[src/hw/tdccfg_pkg.sv]
// Constants, field layouts and types for the converter configuration bank
// Operation
// - Channel one hits 0 disables, 1-4 hits
// - Channel two hits 0 disables, 1-4 hits
// - Fast init bit turns fast init mode on
// - Operand selectors encode start, stops, calibration
// - Delay is 14.5 unsigned fixed point, bits 0-18
// - Registers 2-4 set hit 1-3 windows
// - Edge bit picks single or both edges
// - Interrupt is OR of enabled sources
// - Timeout select gives 64 to 4096 microseconds
// - Error-value bit forces all-ones result on timeout
// - Phase bits invert matching fire pulses
// - Repeat field repeats sequence 0-7 times
// - Start jitter bit enables start noise unit
// - Output config negates/disables pulse outputs
// - Reset loads documented default values
package tdccfg_pkg;
  localparam int unsigned REG_WIDTH = 24;
  localparam logic [3:0] ADDR_SETUP = 4'h1;
  localparam logic [3:0] ADDR_DELAY_A = 4'h2;
  localparam logic [3:0] ADDR_DELAY_B = 4'h3;
  localparam logic [3:0] ADDR_DELAY_C = 4'h4;
  localparam logic [3:0] ADDR_PULSE = 4'h5;
  localparam logic [3:0] ADDR_IRQ_STATUS = 4'h6;
  localparam logic [3:0] ADDR_IRQ_MASK = 4'h7;
  localparam logic [3:0] ADDR_MODE = 4'h8;
  // Power-on defaults
  localparam logic [23:0] RESET_SETUP = 24'h554000;
  localparam logic [23:0] RESET_DELAY_A = 24'h200000;
  localparam logic [23:0] RESET_DELAY_B = 24'h180000;
  localparam logic [23:0] RESET_DELAY_C = 24'h200000;
  localparam logic [23:0] RESET_PULSE = 24'h000000;
  // Field positions
  localparam int unsigned HITS_ONE_LSB = 8;
  localparam int unsigned HITS_TWO_LSB = 11;
  localparam int unsigned FAST_INIT_BIT = 15;
  localparam int unsigned OPERAND_A_LSB = 16;
  localparam int unsigned OPERAND_B_LSB = 20;
  localparam int unsigned DELAY_LSB = 0;
  localparam int unsigned EDGE_ONE_BIT = 19;
  localparam int unsigned EDGE_TWO_BIT = 20;
  localparam int unsigned IRQ_ALU_BIT = 21;
  localparam int unsigned IRQ_HITS_BIT = 22;
  localparam int unsigned IRQ_TIMEOUT_BIT = 23;
  localparam int unsigned TIMEOUT_SEL_LSB = 19;
  localparam int unsigned ALL_ONES_BIT = 21;
  localparam int unsigned PHASE_LSB = 0;
  localparam int unsigned REPEAT_LSB = 16;
  localparam int unsigned JITTER_OFF_BIT = 19;
  localparam int unsigned START_JITTER_BIT = 20;
  localparam int unsigned DISABLE_A_BIT = 21;
  localparam int unsigned DISABLE_B_BIT = 22;
  localparam int unsigned NEGATE_B_BIT = 23;
  localparam logic [2:0] MAX_HITS = 3'h4;
  // Timeouts in microseconds at a 4 MHz high speed clock
  localparam int unsigned TIMEOUT_US_0 = 64;
  localparam int unsigned TIMEOUT_US_1 = 256;
  localparam int unsigned TIMEOUT_US_2 = 1024;
  localparam int unsigned TIMEOUT_US_3 = 4096;
  localparam int unsigned HS_CLOCK_MHZ = 4;
  // Operand codes
  localparam logic [3:0] OP_START = 4'h0;
  localparam logic [3:0] OP_NO_ACTION = 4'h5;
  localparam logic [3:0] OP_CAL_A = 4'h6;
  localparam logic [3:0] OP_CAL_B = 4'h7;
  localparam logic [2:0] IRQ_SRC_TIMEOUT = 3'h4;
  localparam logic [2:0] IRQ_SRC_HITS = 3'h2;
  localparam logic [2:0] IRQ_SRC_ALU = 3'h1;
  localparam logic [2:0] IRQ_ZERO = 3'h0;
  localparam logic [23:0] REG_ZERO = 24'h000000;

  typedef enum {op_start, op_stop_one, op_stop_two, op_calib, op_none,
    op_invalid} tdccfg_operand_kind_type;

  typedef struct packed {
    logic [3:0] addr;
    logic [23:0] wdata;
    logic wr;
    logic rd;
  } tdccfg_bus_type;

  typedef struct packed {
    logic [2:0] expected_hits_ch_one;
    logic [2:0] expected_hits_ch_two;
    logic fast_init;
    logic [3:0] alu_operand_a;
    logic [3:0] alu_operand_b;
    logic operand_valid;
    logic [18:0] stop_window_delay_a;
    logic [18:0] stop_window_delay_b;
    logic [18:0] stop_window_delay_c;
    logic dual_edge_ch_one;
    logic dual_edge_ch_two;
    logic [1:0] range_two_timeout_select;
    logic [15:0] timeout_hs_cycles;
    logic timeout_all_ones_enable;
    logic start_jitter_enable;
    logic phase_jitter_disable;
  } tdccfg_measure_type;

  typedef struct packed {
    logic [15:0] phase;
    logic [2:0] repeat_count;
    logic [2:0] pulse_output_config;
  } tdccfg_fire_type;

  typedef struct packed {
    logic timeout;
    logic end_of_hits;
    logic alu_done;
  } tdccfg_event_type;
endpackage

[src/hw/tdccfg_regs.sv]
// Configuration register bank with fire output stage and interrupt logic
//
// Implementation choices: the register addresses and the plain strobed port.
`timescale 1ns/100ps
module tdccfg_regs (
  input wire logic clk,
  input wire logic resetn,
  input wire tdccfg_pkg::tdccfg_bus_type bus,
  output logic [23:0] rdata,
  input wire tdccfg_pkg::tdccfg_event_type events,
  input wire logic fire_seq_level,
  input wire logic [3:0] fire_pulse_index,
  input wire logic [31:0] alu_result,
  output tdccfg_pkg::tdccfg_measure_type measure_cfg,
  output tdccfg_pkg::tdccfg_fire_type fire_cfg,
  output logic [31:0] result_out,
  output logic pulse_out_a,
  output logic pulse_out_b,
  output logic range_two_mode,
  output logic irq
);
  import tdccfg_pkg::*;

  logic [23:0] setup;
  logic [23:0] delay_a;
  logic [23:0] delay_b;
  logic [23:0] delay_c;
  logic [23:0] pulse;
  logic [2:0] irq_status;
  logic [2:0] irq_mask;
  logic [2:0] raised;
  logic [2:0] enabled_src;
  logic [2:0] next_status;
  logic shaped;
  logic [3:0] operand_a;
  logic [3:0] operand_b;
  logic ops_ok;

  function automatic tdccfg_operand_kind_type operand_kind(
    input logic [3:0] code);
    tdccfg_operand_kind_type kind;
    kind = op_invalid;
    case (code)
      OP_START: kind = op_start;
      4'h1, 4'h2, 4'h3, 4'h4: kind = op_stop_one;
      OP_NO_ACTION: kind = op_none;
      OP_CAL_A, OP_CAL_B: kind = op_calib;
      4'h9, 4'hA, 4'hB, 4'hC: kind = op_stop_two;
      default: kind = op_invalid;
    endcase
    return kind;
  endfunction

  // Out-of-range hit codes would arm more stop slots than exist
  function automatic logic [2:0] clamp_hits(input logic [2:0] code);
    return (code > MAX_HITS) ? MAX_HITS : code;
  endfunction

  function automatic logic [15:0] timeout_cycles(input logic [1:0] sel);
    logic [15:0] us;
    case (sel)
      2'h0: us = 16'(TIMEOUT_US_0);
      2'h1: us = 16'(TIMEOUT_US_1);
      2'h2: us = 16'(TIMEOUT_US_2);
      default: us = 16'(TIMEOUT_US_3);
    endcase
    return 16'(us * HS_CLOCK_MHZ);
  endfunction

  // Every write to setup, delay_a, delay_b, delay_c or pulse lands the whole 24-bit word at once
  always_ff @(posedge clk or negedge resetn)
  begin
    if (!resetn)
    begin
      setup <= RESET_SETUP;
      delay_a <= RESET_DELAY_A;
      delay_b <= RESET_DELAY_B;
      delay_c <= RESET_DELAY_C;
      pulse <= RESET_PULSE;
    end
    else if (bus.wr)
    begin
      case (bus.addr)
        ADDR_SETUP: setup <= bus.wdata;
        ADDR_DELAY_A: delay_a <= bus.wdata;
        ADDR_DELAY_B: delay_b <= bus.wdata;
        ADDR_DELAY_C: delay_c <= bus.wdata;
        ADDR_PULSE: pulse <= bus.wdata;
        default: ;
      endcase
    end
  end

  always_ff @(posedge clk or negedge resetn)
  begin
    if (!resetn)
      range_two_mode <= 1'b0;
    else if (bus.wr && bus.addr == ADDR_MODE)
      range_two_mode <= bus.wdata[0];
  end

  always_ff @(posedge clk or negedge resetn)
  begin
    if (!resetn)
      irq_mask <= IRQ_ZERO;
    else if (bus.wr && bus.addr == ADDR_IRQ_MASK)
      irq_mask <= bus.wdata[2:0];
  end

  assign enabled_src = {delay_a[IRQ_TIMEOUT_BIT], delay_a[IRQ_HITS_BIT],
    delay_a[IRQ_ALU_BIT]};
  assign raised = {events.timeout, events.end_of_hits, events.alu_done}
    & enabled_src;

  // A new event in the clearing read still wins
  always_comb
  begin
    next_status = irq_status;
    if (bus.rd && bus.addr == ADDR_IRQ_STATUS)
      next_status = IRQ_ZERO;
    next_status = next_status | raised;
  end

  always_ff @(posedge clk or negedge resetn)
  begin
    if (!resetn)
      irq_status <= IRQ_ZERO;
    else
      irq_status <= next_status;
  end

  assign irq = |(irq_status & irq_mask);

  always_ff @(posedge clk or negedge resetn)
  begin
    if (!resetn)
      rdata <= REG_ZERO;
    else if (bus.rd)
    begin
      case (bus.addr)
        ADDR_SETUP: rdata <= setup;
        ADDR_DELAY_A: rdata <= delay_a;
        ADDR_DELAY_B: rdata <= delay_b;
        ADDR_DELAY_C: rdata <= delay_c;
        ADDR_PULSE: rdata <= pulse;
        ADDR_IRQ_STATUS: rdata <= {21'h000000, irq_status};
        ADDR_IRQ_MASK: rdata <= {21'h000000, irq_mask};
        ADDR_MODE: rdata <= {23'h000000, range_two_mode};
        default: rdata <= REG_ZERO;
      endcase
    end
    else
      rdata <= REG_ZERO;
  end

  assign operand_a = setup[OPERAND_A_LSB +: 4];
  assign operand_b = setup[OPERAND_B_LSB +: 4];

  // Range 2 accepts only stop code 1 for operand a and stop codes 2 to 4 for b
  always_comb
  begin
    if (range_two_mode)
      ops_ok = (operand_a == 4'h1) && (operand_b >= 4'h2)
        && (operand_b <= 4'h4);
    else
      ops_ok = (operand_kind(operand_a) != op_invalid)
        && (operand_kind(operand_b) != op_invalid);
  end

  always_ff @(posedge clk or negedge resetn)
  begin
    if (!resetn)
      measure_cfg <= '0;
    else
    begin
      measure_cfg.expected_hits_ch_one <=
        clamp_hits(setup[HITS_ONE_LSB +: 3]);
      measure_cfg.expected_hits_ch_two <=
        clamp_hits(setup[HITS_TWO_LSB +: 3]);
      measure_cfg.fast_init <= setup[FAST_INIT_BIT];
      measure_cfg.alu_operand_a <= operand_a;
      measure_cfg.alu_operand_b <= operand_b;
      measure_cfg.operand_valid <= ops_ok;
      measure_cfg.stop_window_delay_a <= delay_a[DELAY_LSB +: 19];
      measure_cfg.stop_window_delay_b <= delay_b[DELAY_LSB +: 19];
      measure_cfg.stop_window_delay_c <= delay_c[DELAY_LSB +: 19];
      measure_cfg.dual_edge_ch_one <= delay_a[EDGE_ONE_BIT];
      measure_cfg.dual_edge_ch_two <= delay_a[EDGE_TWO_BIT];
      measure_cfg.range_two_timeout_select <= delay_b[TIMEOUT_SEL_LSB +: 2];
      measure_cfg.timeout_hs_cycles <=
        timeout_cycles(delay_b[TIMEOUT_SEL_LSB +: 2]);
      measure_cfg.timeout_all_ones_enable <= delay_b[ALL_ONES_BIT];
      measure_cfg.start_jitter_enable <= pulse[START_JITTER_BIT];
      measure_cfg.phase_jitter_disable <= pulse[JITTER_OFF_BIT];
    end
  end

  always_ff @(posedge clk or negedge resetn)
  begin
    if (!resetn)
      fire_cfg <= '0;
    else
    begin
      fire_cfg.phase <= pulse[PHASE_LSB +: 16];
      fire_cfg.repeat_count <= pulse[REPEAT_LSB +: 3];
      fire_cfg.pulse_output_config <= pulse[DISABLE_A_BIT +: 3];
    end
  end

  // Timeout substitution only when the all-ones option is armed
  always_ff @(posedge clk or negedge resetn)
  begin
    if (!resetn)
      result_out <= 32'h00000000;
    else if (events.timeout && delay_b[ALL_ONES_BIT])
      result_out <= 32'hFFFFFFFF;
    else if (events.alu_done)
      result_out <= alu_result;
  end

  assign shaped = fire_seq_level ^ pulse[PHASE_LSB + fire_pulse_index];

  always_ff @(posedge clk or negedge resetn)
  begin
    if (!resetn)
    begin
      pulse_out_a <= 1'b0;
      pulse_out_b <= 1'b0;
    end
    else
    begin
      pulse_out_a <= shaped & ~pulse[DISABLE_A_BIT];
      pulse_out_b <= (shaped ^ pulse[NEGATE_B_BIT])
        & ~pulse[DISABLE_B_BIT];
    end
  end
endmodule

[config.mk]
export PLATFORM = sky130hd
export DESIGN_NAME = tdccfg_regs
export DESIGN_NICKNAME = d
export VERILOG_FILES = /design/src/hw/tdccfg_pkg.sv /design/src/hw/tdccfg_regs.sv
export SDC_FILE = /design/constraint.sdc
export NUM_CORES = 1
export LEC_CHECK = 0
export ABC_AREA = 1
export BUFFER_PORTS_ARGS = -buffer_cell sky130_fd_sc_hd__buf_2
export CORE_MARGIN = 8
export CORE_UTILIZATION = 53
export CTS_BUF_LIST = sky130_fd_sc_hd__clkbuf_16
export DETAILED_ROUTE_END_ITERATION = 8
export GPL_TIMING_DRIVEN = 0
export HOLD_SLACK_MARGIN = 0.1
export PLACE_DENSITY_LB_ADDON = 0.05
export RECOVER_POWER = 50
export SETUP_SLACK_MARGIN = 0.1
export SLEW_MARGIN = 20
export SYNTH_ARGS = -nofsm -noshare
export SYNTH_HDL_FRONTEND = slang
export SYNTH_SLANG_ARGS = --single-unit
[constraint.sdc]
create_clock -name clk -period 1.6 [get_ports clk]
set_clock_uncertainty 0.15 [all_clocks]
set_input_delay 0.08 -clock clk [delete_from_list [all_inputs] [get_ports clk]]
set_output_delay 0.08 -clock clk [all_outputs]
set_load 0.05 [all_outputs]
[Word-level counts from Yosys, hierarchy flattened]
Memories as Yosys holds them, arrays and structs flattened.
Cells that the tools add are included.
Storage, ports and cells
  logic and storage cells: 88
  memory bits (writable): 0
  register bits after elaboration: 301
  bits in latches: 0
  bits of input ports: 72
  ROM bits: 96
  memories: 2
  output and inout bits: 178
Operators by class
  reductions and logical operators: 15
  mux-type cells: 13
  order comparisons: 5
  bitwise operators: 9
  divide/modulo/power cells: 0
  equal/unequal tests: 13
  multiply operators: 0
  add/sub/neg operators: 0
  shift operators: 0
Memory list
  (name not given): depth 16, bits a word 3, read ports 1, clocked after Yosys merged registers in 0, wr ports 0, line tdccfg_regs.sv:43  | case (code)
  (name not given): depth 16, bits a word 3, read ports 1, clocked after Yosys merged registers in 0, wr ports 0, line tdccfg_regs.sv:43
Operators by type and width (count)
  one-hot mux 24 bit (8 select lines): 1
  two-way mux 32 bit: 4
  != test 32 x 4 -> 1 bit, second input constant: 2
  one-hot mux 13 bit (3 select lines): 1
  two-way mux 24 bit: 1
  equality test 4 x 3 -> 1 bit, second input constant: 4
  AND reduction 2 bit: 5
  two-way mux 3 bit: 3
  equality test 4 x 1 -> 1 bit, second input constant: 2
  equality test 4 x 2 -> 1 bit, second input constant: 2
  logical AND 1 bit: 7
  AND 3 bit: 2
  > comparator 3 bit, second input constant: 2
  less-than comparator 4 x 6 -> 1 bit, second input constant: 1
  binary-select mux 1 bit (select 4 bit): 1
  equality test 4 bit, second input constant: 1
  >= comparator 4 x 2 -> 1 bit, second input constant: 1
  less-or-equal comparator 4 x 3 -> 1 bit, second input constant: 1
  OR 3 bit: 1
  OR reduction 3 bit: 1
  AND 1 bit: 2
  equality test 2 x 1 -> 1 bit, second input constant: 1
  equality test 2 bit, second input constant: 1
  logical NOT 2 bit: 1
  4 further kinds: 7

[Logic depth before layout (Yosys ltp)]
Gate-level depths: netlist of run 1.
  depth in word-level cells: 5
  depth in mapped cells: 11

[Worst setup path after synthesis of run 1]
Ideal clock, no wire load.
  path kind: register to register
  start point: register pulse[9]
  end point: register pulse_out_b
  setup slack: 333 ps
  buffers on the path: 0
  data required time: 1331 ps
  library setup time: 119 ps
  data arrival time: 998 ps
  cell stages (with the launch flop): 9
  clock period less this slack: 1267 ps
  cells stage by stage: dfrtp_1 > inv_1 > nand2_1 > nand3_1 > nand3_1 > nand3_1 > nand3_1 > a21oi_1 > nor2_1
On the way
  longest elaborated chain between the ends: 5
RTL lines
  start: declaration: line tdccfg_regs.sv:28  | logic [23:0] pulse;
  start signal: assignment: line tdccfg_regs.sv:88  | ADDR_PULSE: pulse <= bus.wdata;
  binary-select mux 1 bit (select 4 bit): line tdccfg_regs.sv:221  | assign shaped = fire_seq_level ^ pulse[PHASE_LSB + fire_pulse_index];
  two-way mux 1 bit (implied by the code): line tdccfg_regs.sv:221
  bitwise XOR 1 bit: line tdccfg_regs.sv:221
  bitwise XOR 1 bit: line tdccfg_regs.sv:233  | pulse_out_b <= (shaped ^ pulse[NEGATE_B_BIT])
  AND 1 bit: line tdccfg_regs.sv:234  | & ~pulse[DISABLE_B_BIT];
  end signal: assignment: line tdccfg_regs.sv:233
  end: declaration: line tdccfg_regs.sv:18  | output logic pulse_out_b,
Every way passes these cells. The select of a mux whose other input is x is not followed.
A chain may end at the register's enable or synchronous reset.

[Final worst setup path of run 1]
  start point: register irq_status[0]
  end point: output port irq
On the way
  longest elaborated chain between the ends: 2
RTL lines
  start: declaration: line tdccfg_regs.sv:29  | logic [2:0] irq_status;
  start signal: assignment: line tdccfg_regs.sv:129  | irq_status <= next_status;
  AND 3 bit: line tdccfg_regs.sv:132  | assign irq = |(irq_status & irq_mask);
  OR reduction 3 bit: line tdccfg_regs.sv:132
  end: declaration: line tdccfg_regs.sv:20  | output logic irq
Every way passes these cells.

==> impl_metrics.py, run 1 <==
metrics = {
    "finish": {
        "postLayoutCellArea_um2": 14500,
        "insertedDiodeCount": 0,
        "register_area_um2": 7300,
        "drive_gt1_share_pct": 24.8,
        "fillerInstances": 1444,
        "syn2layout_area_growth_pct": 36.6,
        "num-nets-final": 1504,
        "instances_no_fill": 1724,
        "combined_area_of_the_multi_input_logic_cells_um2": 2730,
        "final_core_utilization_pct": 72.7,
    },
    "worst_setup_path": {
        "timing.critical_path.cells": "nand2_1, nand3_2, buf_8",
        "critPathSlowestCell": "sky130_fd_sc_hd__dfrtp_1",
        "cp_data_required_time_ns": 1.37,
        "crit_type": "reg -> out",
        "worst_setup_path_start_kind": "register",
        "rr_endpoint": "pulse[3]$_DFFE_PN0P_",
        "r2r_depth": 4,
        "worst-endpoint-arrival_ns": 1.32,
        "worstReg2RegStart": "pulse[3]$_DFFE_PN0P_",
        "largest_driver_fanout_on_the_critical_path": 2,
        "timing.critical_path.to_type": "output pin",
        "cpPeakStageDelay_ns": 0.40,
        "r2r_slack_ns": 0.12,
    },
    "pwr": {
        "vdd_drop_max_mv": 1.04,
        "totalPowerFinal_mw": 21.8,
        "leakage_nw": 7.48,
        "powerDensity_nw_per_um2": 1500,
    },
    "synthesis": {
        "synth.cell_area_um2": 10600,
        "synthesis.yosys.warnings": 0,
        "netlist-cell-type-count": 34,
        "post_synth.cell_area_avg_um2": 10.5,
        "seq_area_frac_synth_pct": 68.6,
        "ys_ff_latch": 291,
        "postSynthCellCount": 1014,
    },
    "route": {
        "routed_wl_um": 33800,
        "drt.antenna.violating_nets": 0,
        "avgViaCountPerCell": 5.19,
        "routed_len_inst_um": 19.6,
        "detailedRoute.firstIterationViolations": 804,
        "via_count": 8939,
        "pre_antenna_drt_iters": 7,
        "final_routed_drc_violation_total": 0,
    },
    "sta": {
        "report.final.hold_viol_count": 11,
        "rsz0062_at_grt": "true",
        "timing.final.crit_period_ns": 1.55,
        "hold_slack_ns": -0.0222,
        "final_max_slew_viol_count": 0,
        "postLayoutSetupSlackWorst_ns": 0.0516,
        "finalSetupViolCount": 0,
        "setup_tns_ns": 0,
        "timing.final.crit_share_pct": 96.8,
        "worst_slew_margin_rel_pct": 41.2,
        "fmax_mhz": 646,
        "timing_worst_slew_pin_value_ns": 0.882,
    },
    "clock_network": {
        "register_clock_pin_slew_on_the_reported_worst_setup_and_hold_paths_ns": 0.06,
        "worstSkewPairLatency_ns": 0.54,
        "cts_inserted_buffers": 29,
        "cts_tree": "done",
        "clockBufferDepth": 3,
        "clock_sinks": 291,
        "cts_hold_buffers": 119,
        "cts-htree-levels": 1,
        "cts-root-buf": "sky130_fd_sc_hd__clkbuf_16",
    },
    "floorplanning": {
        "floorplan.die_area_um2": 24800,
        "initial_utilization_pct": 53.2,
        "die_height_um": 158,
        "die_w_um": 158,
        "core_um2": 20000,
        "rows": 52,
        "pin_count": 250,
    },
    "global_route": {
        "grt_antenna_before_repair": 0,
        "first_global_vias": 9209,
        "grt_start_max_net_pins": 102,
        "grt_first_pass_wirelength_um": 51500,
        "gr_ovfl_total": 0,
        "gr-usage-all-layers_pct": 27.1,
    },
    "placement": {
        "buffer_ports.inserted": 235,
        "detailedPlace.worstSlack_ns": -0.283,
        "placed_wire_length_estimate_um": 21300,
        "place_congestion": 0.922,
        "placement.cell_area_um2": 12300,
        "place.detailed.instances": 1532,
    },
    "worst_hold_path": {
        "hp-class": "in -> async",
    },
    "job": {
        "max_cap_violations": 0,
    },
    "outcome": {
        "violated_checks": "negative hold slack",
        "outcome": "finished with violations",
    },
}
## timing repair
| item | 4_1_cts | 5_1_grt |
|---|---|---|
| gates resized for setup | 6 | 34 |
| pin swaps | 2 | 9 |
| setup buffers | 4 | 16 |
| setup endpoints to repair | 3 | 55 |
| endpoints found under the hold margin | 453 | 45 |
## Yosys cell counts
library cell	number	area, um^2
sky130_fd_sc_hd__a21oi_1	16	80.1
sky130_fd_sc_hd__a22o_1	4	35.0
sky130_fd_sc_hd__buf_4	14	105
sky130_fd_sc_hd__dfrtp_1	282	7060
sky130_fd_sc_hd__o41ai_1	1	8.76
sky130_fd_sc_hd__inv_4	1	6.26
sky130_fd_sc_hd__clkbuf_1	20	75.1
sky130_fd_sc_hd__inv_1	64	240
sky130_fd_sc_hd__nand2_2	3	18.8
sky130_fd_sc_hd__conb_1	1	3.75
sky130_fd_sc_hd__nand2_1	303	1140
sky130_fd_sc_hd__buf_2	8	40.0
sky130_fd_sc_hd__o211ai_1	7	52.6
sky130_fd_sc_hd__nor2_2	3	18.8
sky130_fd_sc_hd__buf_6	16	180
sky130_fd_sc_hd__dfstp_2	9	236
sky130_fd_sc_hd__nand4_1	1	6.26
sky130_fd_sc_hd__o21ai_2	4	35.0
sky130_fd_sc_hd__a41oi_1	1	8.76
sky130_fd_sc_hd__o21ai_0	96	480
sky130_fd_sc_hd__and3_1	1	6.26
sky130_fd_sc_hd__nand3_1	54	270
sky130_fd_sc_hd__a221oi_1	9	78.8
sky130_fd_sc_hd__o21a_1	1	7.51
sky130_fd_sc_hd__nor2_1	36	135
sky130_fd_sc_hd__nand3b_1	2	15.0
sky130_fd_sc_hd__o2111ai_1	1	8.76
sky130_fd_sc_hd__nor3_1	2	10.0
sky130_fd_sc_hd__o22ai_1	3	18.8
sky130_fd_sc_hd__o2111a_1	1	11.3
sky130_fd_sc_hd__inv_2	5	18.8
sky130_fd_sc_hd__buf_1	3	11.3
sky130_fd_sc_hd__o21ai_1	39	195
sky130_fd_sc_hd__a31oi_1	3	18.8
## kinds of logic (layout without fill, tap and decap cells)
group	Yosys count	after routing	synth area share (%)
flip-flops	291	291	68.6
AND/OR/NAND/NOR	405	405	15.2
buffers and inverters	131	560	6.37
AO/OA/AOI/OAI	186	186	9.78
other	1	12	0.0353
## sequential cells by signal, indices dropped and copies added (netlist names), 22 cells and up
register,flops
delay_b,24
result_out,32
delay_c,24
measure_cfg,84
setup,24
fire_cfg,22
delay_a,24
rdata,24
pulse,24
## worst max path at each step
stage / cells past startpoint / start / endpoint
floorplan: 8 / pulse[9]$_DFFE_PN0P_ / pulse_out_b$_DFF_PN0_
global placement: 1 / resetn / measure_cfg[17]$_DFF_PN0_
detailed placement: 8 / bus[28] / pulse[17]$_DFFE_PN0P_
CTS: 8 / pulse[1]$_DFFE_PN0P_ / pulse_out_b$_DFF_PN0_
global route: 10 / pulse[13]$_DFFE_PN0P_ / pulse_out_b$_DFF_PN0_
finish: 3 / irq_status[0]$_DFF_PN0_ / irq
## per-layer routing
metal	track usage, %	vias to the layer above	wire length, um
met4	9.02	0	993
met2	44.9	434	16200
li1	-	4089	-
met1	36.0	4342	13700
met5	0	-	0
met3	4.61	74	2980
## report_power, final
group,total [mW],internal (mW),switching (mW)
clock,6.50,3.75,2.75
sequential,9.59,8.75,0.842
combinational,5.67,1.47,4.20
## layout by cell type, fill, tap and decap left out, types with 3 or more instances in the layout
master and instances:
sky130_fd_sc_hd__o211ai_1 7, sky130_fd_sc_hd__dfrtp_1 280, sky130_fd_sc_hd__dlygate4sd3_1 111, sky130_fd_sc_hd__buf_6 13
sky130_fd_sc_hd__bufinv_16 3, sky130_fd_sc_hd__nand2_1 300, sky130_fd_sc_hd__inv_2 7, sky130_fd_sc_hd__nor2_2 3
sky130_fd_sc_hd__dfstp_1 6, sky130_fd_sc_hd__nor2_1 35, sky130_fd_sc_hd__o21ai_0 117, sky130_fd_sc_hd__conb_1 12
sky130_fd_sc_hd__nand3_1 50, sky130_fd_sc_hd__buf_4 26, sky130_fd_sc_hd__clkdlybuf4s25_1 6, sky130_fd_sc_hd__a31oi_1 3
sky130_fd_sc_hd__clkinv_1 10, sky130_fd_sc_hd__nand3_2 4, sky130_fd_sc_hd__a21oi_1 15, sky130_fd_sc_hd__inv_1 66
sky130_fd_sc_hd__a22o_1 4, sky130_fd_sc_hd__clkbuf_2 33, sky130_fd_sc_hd__o21ai_1 20, sky130_fd_sc_hd__a221oi_1 9
sky130_fd_sc_hd__clkbuf_16 29, sky130_fd_sc_hd__o22ai_1 3, sky130_fd_sc_hd__buf_2 208, sky130_fd_sc_hd__clkinv_2 6
sky130_fd_sc_hd__clkbuf_4 7, sky130_fd_sc_hd__nand2_2 6, sky130_fd_sc_hd__clkbuf_1 27, sky130_fd_sc_hd__dfstp_2 3
## worst max-delay path, delay by kind of cell (launching register included)
| kind | cells | cell delay, ns |
|---|---|---|
| buffers and inverters | 1 | 0.17 |
| flip-flops | 1 | 0.40 |
| AND/OR/NAND/NOR | 2 | 0.21 |
## area by class of cell
class | instances | area share, %
sequential | 291 | 50.3
multi-input combinational | 603 | 18.8
clock inverter | 24 | 1.25
tap | 270 | 2.33
timing repair buffer | 376 | 17.8
clock buffer | 29 | 5.00
inverter | 70 | 1.84
buffer | 61 | 2.71
Note: power is estimated with default switching activity, not from simulation.
==> run 2, diff against run 1 <==
--- a/config.mk
+++ b/config.mk
@@ -7,8 +7,9 @@
 export LEC_CHECK = 0
 export ABC_AREA = 1
 export BUFFER_PORTS_ARGS = -buffer_cell sky130_fd_sc_hd__buf_2
+export CORE_ASPECT_RATIO = 1.25
 export CORE_MARGIN = 8
-export CORE_UTILIZATION = 53
+export CORE_UTILIZATION = 57
 export CTS_BUF_LIST = sky130_fd_sc_hd__clkbuf_16
 export DETAILED_ROUTE_END_ITERATION = 8
 export GPL_TIMING_DRIVEN = 0
==> constraint.sdc (replaced) <==
create_clock -name clk -period 1.9 [get_ports clk]
set_clock_uncertainty 0.15 [all_clocks]
set_input_delay 0.095 -clock clk [delete_from_list [all_inputs] [get_ports clk]]
set_output_delay 0.095 -clock clk [all_outputs]
set_load 0.02 [all_outputs]
==> run 2 against run 1 <==
Compared with the run above:
- register-to-register slack better by 0.18 ns
- flip-flop and latch count stayed put
- critical path depth is 6 higher
- core utilization is 0.59 points higher
- the run now ends clean
- largest power group unchanged
- first-iteration DRC count is 18% lower
- clock power is 27% lower
- total power is 28% lower
- global-route usage is 0.76 points higher
- setup slack better by 0.095 ns
- via count is 2.9% lower
- cell area is 6.6% lower
- sequential share of layout area is 3.6 points higher
==> impl_metrics.py, run 2 (synthesized netlist as in run 1, its figures left out) <==
metrics = {
    "outcome": {
        "outcome": "complete, no violations",
    },
    "clock_network": {
        "cts_tree": "done",
        "cts_inserted_buffers": 26,
        "cts-root-buf": "sky130_fd_sc_hd__clkbuf_16",
        "worstSkewPairLatency_ns": 0.53,
        "post-cts-setup-buffer-count": 0,
        "clock_sinks": 291,
        "clockBufferDepth": 3,
        "cts-htree-levels": 1,
        "register_clock_pin_slew_on_the_reported_worst_setup_and_hold_paths_ns": 0.06,
    },
    "sta": {
        "rsz0062_at_grt": "false",
        "report.final.hold_viol_count": 0,
        "setup_tns_ns": 0,
        "worst_slew_margin_rel_pct": 46.4,
        "fmax_mhz": 570,
        "final_max_slew_viol_count": 0,
        "timing.final.crit_share_pct": 92.3,
        "timing.final.crit_period_ns": 1.75,
        "hold_slack_ns": 0.0487,
        "postLayoutSetupSlackWorst_ns": 0.146,
        "timing_worst_slew_pin_value_ns": 0.803,
        "finalSetupViolCount": 0,
    },
    "worst_setup_path": {
        "worst_setup_path_start_kind": "input port",
        "crit_type": "in -> reg",
        "timing.critical_path.to_type": "register",
        "r2r_slack_ns": 0.30,
        "r2r_depth": 3,
        "worst-endpoint-arrival_ns": 2.01,
        "rr_endpoint": "result_out[31]$_DFFE_PN0P_",
        "largest_driver_fanout_on_the_critical_path": 10,
        "worstReg2RegStart": "delay_b[21]$_DFFE_PN0P_",
        "cp_data_required_time_ns": 2.16,
    },
    "finish": {
        "final_cell_mix": "302 x sky130_fd_sc_hd__nand2_1, 282 x sky130_fd_sc_hd__dfrtp_1, 173 x sky130_fd_sc_hd__clkbuf_1",
        "largest_register_ffs": 84,
        "syn2layout_area_growth_pct": 27.5,
        "drive_gt1_share_pct": 12.7,
        "instances_no_fill": 1623,
        "mostFrequentLayoutCell": "sky130_fd_sc_hd__nand2_1",
        "biggestRegsByFlops": "measure_cfg (84), result_out (32)",
        "registers.top_by_ff_count": "measure_cfg",
        "num-nets-final": 1442,
    },
    "floorplanning": {
        "floorplan.die_area_um2": 23300,
        "die_height_um": 169,
        "die_w_um": 138,
        "initial_utilization_pct": 57.5,
        "rows": 56,
        "core_um2": 18500,
        "pin_count": 250,
    },
    "placement": {
        "buffer_ports.inserted": 235,
        "place_congestion": 0.883,
        "place.detailed.instances": 1495,
        "detailedPlace.worstSlack_ns": 0.148,
        "placed_wire_length_estimate_um": 21500,
    },
    "pwr": {
        "leakage_nw": 6.68,
        "powerDensity_nw_per_um2": 1160,
        "vdd_drop_max_mv": 0.768,
    },
    "global_route": {
        "gr-usage-all-layers_pct": 27.9,
        "first_global_vias": 8977,
        "grt_antenna_before_repair": 2,
        "grt_start_max_net_pins": 97,
        "gr_ovfl_total": 0,
        "grt_first_pass_wirelength_um": 51300,
    },
    "route": {
        "final_routed_drc_violation_total": 0,
        "drt.antenna.violating_nets": 0,
        "routed_len_inst_um": 20.2,
        "via_count": 8676,
        "detailedRoute.firstIterationViolations": 660,
        "routed_wl_um": 32800,
        "pre_antenna_drt_iters": 5,
        "avgViaCountPerCell": 5.35,
    },
    "worst_hold_path": {
        "hp-class": "in -> reg",
        "start_point_of_the_worst_min_delay_path": "events[0]",
        "timing.hold.worst_endpoint": "result_out[0]$_DFFE_PN0P_",
        "timing.hold.worst_path_depth": 4,
    },
    "job": {
        "max_cap_violations": 0,
    },
}
## run 2: changes by cell type in the layout (fill, tap and decap cells not counted), sizes merged, moves of 6 or more
cell / previous run / this run
clkbuf: 96 / 207
inv: 74 / 82
clkinv: 17 / 8
dlygate4sd3: 111 / 78
clkdlybuf4s25: 6 / 0
buf: 251 / 120
## run 2: critical path, cell delays in order
cell                            delay, ns
sky130_fd_sc_hd__buf_2               0.10
sky130_fd_sc_hd__dlygate4sd3_1       0.57
sky130_fd_sc_hd__nor2_2              0.20
sky130_fd_sc_hd__nand2_2             0.20
sky130_fd_sc_hd__inv_2               0.11
sky130_fd_sc_hd__buf_6               0.17
sky130_fd_sc_hd__buf_6               0.19
sky130_fd_sc_hd__nand2_1             0.06
sky130_fd_sc_hd__a41oi_1             0.30
## run 2: stage by stage
stage	utilization (%)	cell area [um^2]	power [mW]
after floorplan	-	10700	9.70
after global placement	65.6	12100	11.0
after detailed placement	66.1	12200	11.1
after CTS	74.6	13800	15.9
after global routing	73.3	13600	16.4
final	73.3	13600	15.7
## run 2: cell type report
class                   instances  area, um^2
flip-flops and latches        291        7290
fillers                      1444        4940
multi-input cells             603        2710
repair buffers                317        1820
clock buffers                  27         676
plain buffers                  61         420
well taps                     232         290
inverters                      70         265
clock inverters                20        81.3
diodes                          2        5.00
## run 2: repair_timing
action / in CTS / in global routing
hold buffers: 80 / 0
gates resized for setup: 0 / 9
setup endpoints to repair: 0 / 28
endpoints found under the hold margin: 464 / 0
## run 2: power by group
part           switching [mW]  leakage (nW)  internal, mW  total, mW
clock                    2.22         0.421          2.55       4.76
combinational            1.99          2.60         0.888       2.88
sequential              0.735          3.66          7.37       8.10
## run 2: layer usage
layer	part of all wire, %	vias to the layer above	track usage [%]
met4	2.7	0	9.38
li1	-	3957	-
met3	7.4	56	5.55
met5	0	-	0
met2	50	391	47.4
met1	40	4272	35.2
## run 2: worst max path at each step
stage                                     from                   endpoint  slack (ns)  cells after the start
after CTS                              bus[28]      pulse[15]$_DFFE_PN0P_        0.11                      9
after floorplan           pulse[9]$_DFFE_PN0P_      pulse_out_b$_DFF_PN0_        0.63                      8
after detailed placement               bus[29]         rdata[2]$_DFF_PN0_        0.15                      7
final                                  bus[29]         rdata[2]$_DFF_PN0_        0.15                      9
after global placement                  resetn  measure_cfg[64]$_DFF_PN0_       -4.58                      1
after global routing                    resetn  measure_cfg[30]$_DFF_PN0_        0.07                      4
==> run 3, diff against run 2 <==
--- a/config.mk
+++ b/config.mk
@@ -14,7 +14,7 @@
 export DETAILED_ROUTE_END_ITERATION = 8
 export GPL_TIMING_DRIVEN = 0
 export HOLD_SLACK_MARGIN = 0.1
-export PLACE_DENSITY_LB_ADDON = 0.05
+export PLACE_DENSITY = 0.83
 export RECOVER_POWER = 50
 export SETUP_SLACK_MARGIN = 0.1
 export SLEW_MARGIN = 20
==> run 3 against run 2 <==
Compared with the run above:
- maximum frequency decreased by 2.9%
- via count increased by 5.2%
- flip-flop and latch count unchanged
- sequential power barely moved
- core utilization increased by 1.4 points
- first-iteration DRC count grew 32%
- critical path depth rose by 2
- final cell count grew 0.86%
- total power increased by 3.7%
- hold slack worse by 0.0067 ns
- cell area increased by 1.9%
==> impl_metrics.py, run 3 (synthesized netlist as in run 1, its figures left out) <==
metrics = {
    "pwr": {
        "power.share.sequential_pct": 49.8,
        "clockPowerShare_pct": 31.9,
        "net-switching-power_mw": 5.16,
        "vdd_drop_max_mv": 0.854,
        "combinationalPowerShare_pct": 18.3,
        "cell_internal_pwr_mw": 11.2,
        "powerDensity_nw_per_um2": 1180,
        "power_switching_share_pct": 31.6,
        "leakage_nw": 6.78,
    },
    "placement": {
        "placement.cell_area_um2": 12200,
        "place_congestion": 0.864,
        "placed_wire_length_estimate_um": 22000,
        "buffer_ports.inserted": 235,
    },
    "route": {
        "detailedRoute.firstIterationViolations": 871,
        "drt.antenna.violating_nets": 0,
        "pre_antenna_drt_iters": 5,
        "routed_len_inst_um": 21.1,
        "routed_wl_um": 34500,
        "via_count": 9125,
        "avgViaCountPerCell": 5.57,
        "final_routed_drc_violation_total": 0,
    },
    "finish": {
        "drive_gt1_share_pct": 13.8,
        "largest_register_ffs": 84,
        "syn2layout_area_growth_pct": 29.9,
        "register_area_um2": 7290,
        "num-nets-final": 1456,
        "registers.top_by_ff_count": "measure_cfg",
        "combined_area_of_the_multi_input_logic_cells_um2": 2730,
        "final_core_utilization_pct": 74.6,
        "postLayoutCellArea_um2": 13800,
        "final_cell_mix": "303 x sky130_fd_sc_hd__nand2_1, 282 x sky130_fd_sc_hd__dfrtp_1, 167 x sky130_fd_sc_hd__clkbuf_1",
        "biggestRegsByFlops": "measure_cfg (84), result_out (32)",
        "mostFrequentLayoutCell": "sky130_fd_sc_hd__nand2_1",
        "fillerInstances": 1292,
    },
    "clock_network": {
        "cts-root-buf": "sky130_fd_sc_hd__clkbuf_16",
        "cts-htree-levels": 1,
        "clock_sinks": 291,
        "clockBufferDepth": 3,
        "cts_tree": "done",
        "register_clock_pin_slew_on_the_reported_worst_setup_and_hold_paths_ns": 0.06,
        "cts_inserted_buffers": 27,
        "worstSkewPairLatency_ns": 0.53,
    },
    "worst_setup_path": {
        "crit_type": "in -> reg",
        "r2r_slack_ns": 0.28,
        "worst-endpoint-arrival_ns": 2.09,
        "r2r_depth": 3,
        "worstReg2RegStart": "delay_b[21]$_DFFE_PN0P_",
        "rr_endpoint": "result_out[31]$_DFFE_PN0P_",
        "cp_data_required_time_ns": 2.18,
        "critPathCapture": "delay_b[20]$_DFFE_PN1P_",
        "worst_setup_path_start_kind": "input port",
        "crit_path_start": "bus[26]",
        "largest_driver_fanout_on_the_critical_path": 10,
        "timing.critical_path.to_type": "register",
    },
    "sta": {
        "fmax_mhz": 554,
        "finalSetupViolCount": 0,
        "worst_slew_margin_rel_pct": 45.1,
        "setup_tns_ns": 0,
        "timing.final.crit_share_pct": 95.1,
        "final_max_slew_viol_count": 0,
        "timing.final.crit_period_ns": 1.81,
        "rsz0062_at_grt": "true",
        "timing_worst_slew_pin_value_ns": 0.823,
        "report.final.hold_viol_count": 0,
    },
    "floorplanning": {
        "rows": 56,
        "floorplan.die_area_um2": 23300,
        "die_height_um": 169,
        "pin_count": 250,
        "initial_utilization_pct": 57.5,
        "die_w_um": 138,
        "core_um2": 18500,
    },
    "global_route": {
        "grt_antenna_before_repair": 1,
        "gr_ovfl_total": 0,
        "grt_start_max_net_pins": 104,
        "gr-usage-all-layers_pct": 29.4,
        "grt_first_pass_wirelength_um": 54000,
        "first_global_vias": 9604,
    },
    "job": {
        "max_cap_violations": 0,
    },
    "outcome": {
        "outcome": "complete, no violations",
    },
    "worst_hold_path": {
        "hp-class": "in -> async",
    },
}
[run 3: cell types whose count changed in the layout (fill, tap and decap cells not counted), moves of 4 or more]
cell,change
sky130_fd_sc_hd__buf_6,-4
sky130_fd_sc_hd__o21ai_1,-6
sky130_fd_sc_hd__o21ai_0,+8
sky130_fd_sc_hd__buf_2,+9
sky130_fd_sc_hd__inv_1,-6
sky130_fd_sc_hd__dlygate4sd3_1,+11
sky130_fd_sc_hd__clkbuf_1,-6
sky130_fd_sc_hd__clkinvlp_4,+4
sky130_fd_sc_hd__buf_4,+4
[run 3: repair_timing]
action | CTS | global route
hold endpoints to repair | 453 | 0
resized for setup | 0 | 16
setup endpoints to repair | 0 | 17
hold buffers | 90 | 0
setup buffers | 0 | 4
[run 3: worst max-delay path: stages]
cell and delay, ns:
sky130_fd_sc_hd__buf_2 0.12, sky130_fd_sc_hd__dlygate4sd3_1 0.59, sky130_fd_sc_hd__nand2_1 0.12, sky130_fd_sc_hd__inv_1 0.05, sky130_fd_sc_hd__nand2_1 0.15, sky130_fd_sc_hd__inv_2 0.10, sky130_fd_sc_hd__nand2_1 0.11, sky130_fd_sc_hd__buf_2 0.32
sky130_fd_sc_hd__buf_6 0.23, sky130_fd_sc_hd__nand2_1 0.08, sky130_fd_sc_hd__o21ai_0 0.10
[run 3: worst min path at each step]
| stage | startpoint | end | slack [ns] | depth (start not counted) |
|---|---|---|---|---|
| after floorplan | resetn | delay_a[0]$_DFFE_PN0P_ | -0.35 | 0 |
| after global placement | alu_result[19] | result_out[19]$_DFFE_PN0P_ | 0.16 | 3 |
| after detailed placement | resetn | result_out[30]$_DFFE_PN0P_ | 0.02 | 1 |
| after CTS | resetn | delay_c[18]$_DFFE_PN0P_ | 0.07 | 2 |
| after global routing | resetn | result_out[21]$_DFFE_PN0P_ | 0.10 | 2 |
| final | resetn | result_out[30]$_DFFE_PN0P_ | 0.04 | 2 |
[run 3: layout make-up]
class,instances,area share [%]
multi-input combinational,603,19.8
tap,232,2.10
timing repair buffer,330,14.3
clock inverter,22,1.21
clock buffer,27,4.89
antenna,1,0.0181
sequential,291,52.8
buffer,61,2.92
inverter,70,1.94
[run 3: per-stage QoR]
step	total power, mW	cells	hold slack, ns	setup slack, ns
after floorplan	9.70	1025	-0.351	0.633
after global placement	10.9	1492	0.161	-4.44
after detailed placement	11.1	1494	0.0153	0.0532
after CTS	16.4	1633	0.0713	0.102
after global routing	17.0	1637	0.104	0.0275
final	16.3	1637	0.0421	0.0936
[run 3: per-layer routing]
| metal | global-route usage [%] | wire length (um) |
|---|---|---|
| met1 | 34.5 | 12900 |
| met2 | 50.8 | 17400 |
| met3 | 6.42 | 2770 |
| met4 | 13.9 | 1530 |
| met5 | 0 | 0 |
[run 3: power by group through the flow]
stage | combinational [mW] | clock [mW] | sequential, mW
floorplan | 0.926 | 0 | 8.77
CTS | 3.12 | 5.24 | 8.09
global placement | 2.82 | 0 | 8.12
global route | 3.28 | 5.49 | 8.24
finish | 3.00 | 5.21 | 8.13
detailed placement | 2.92 | 0 | 8.17
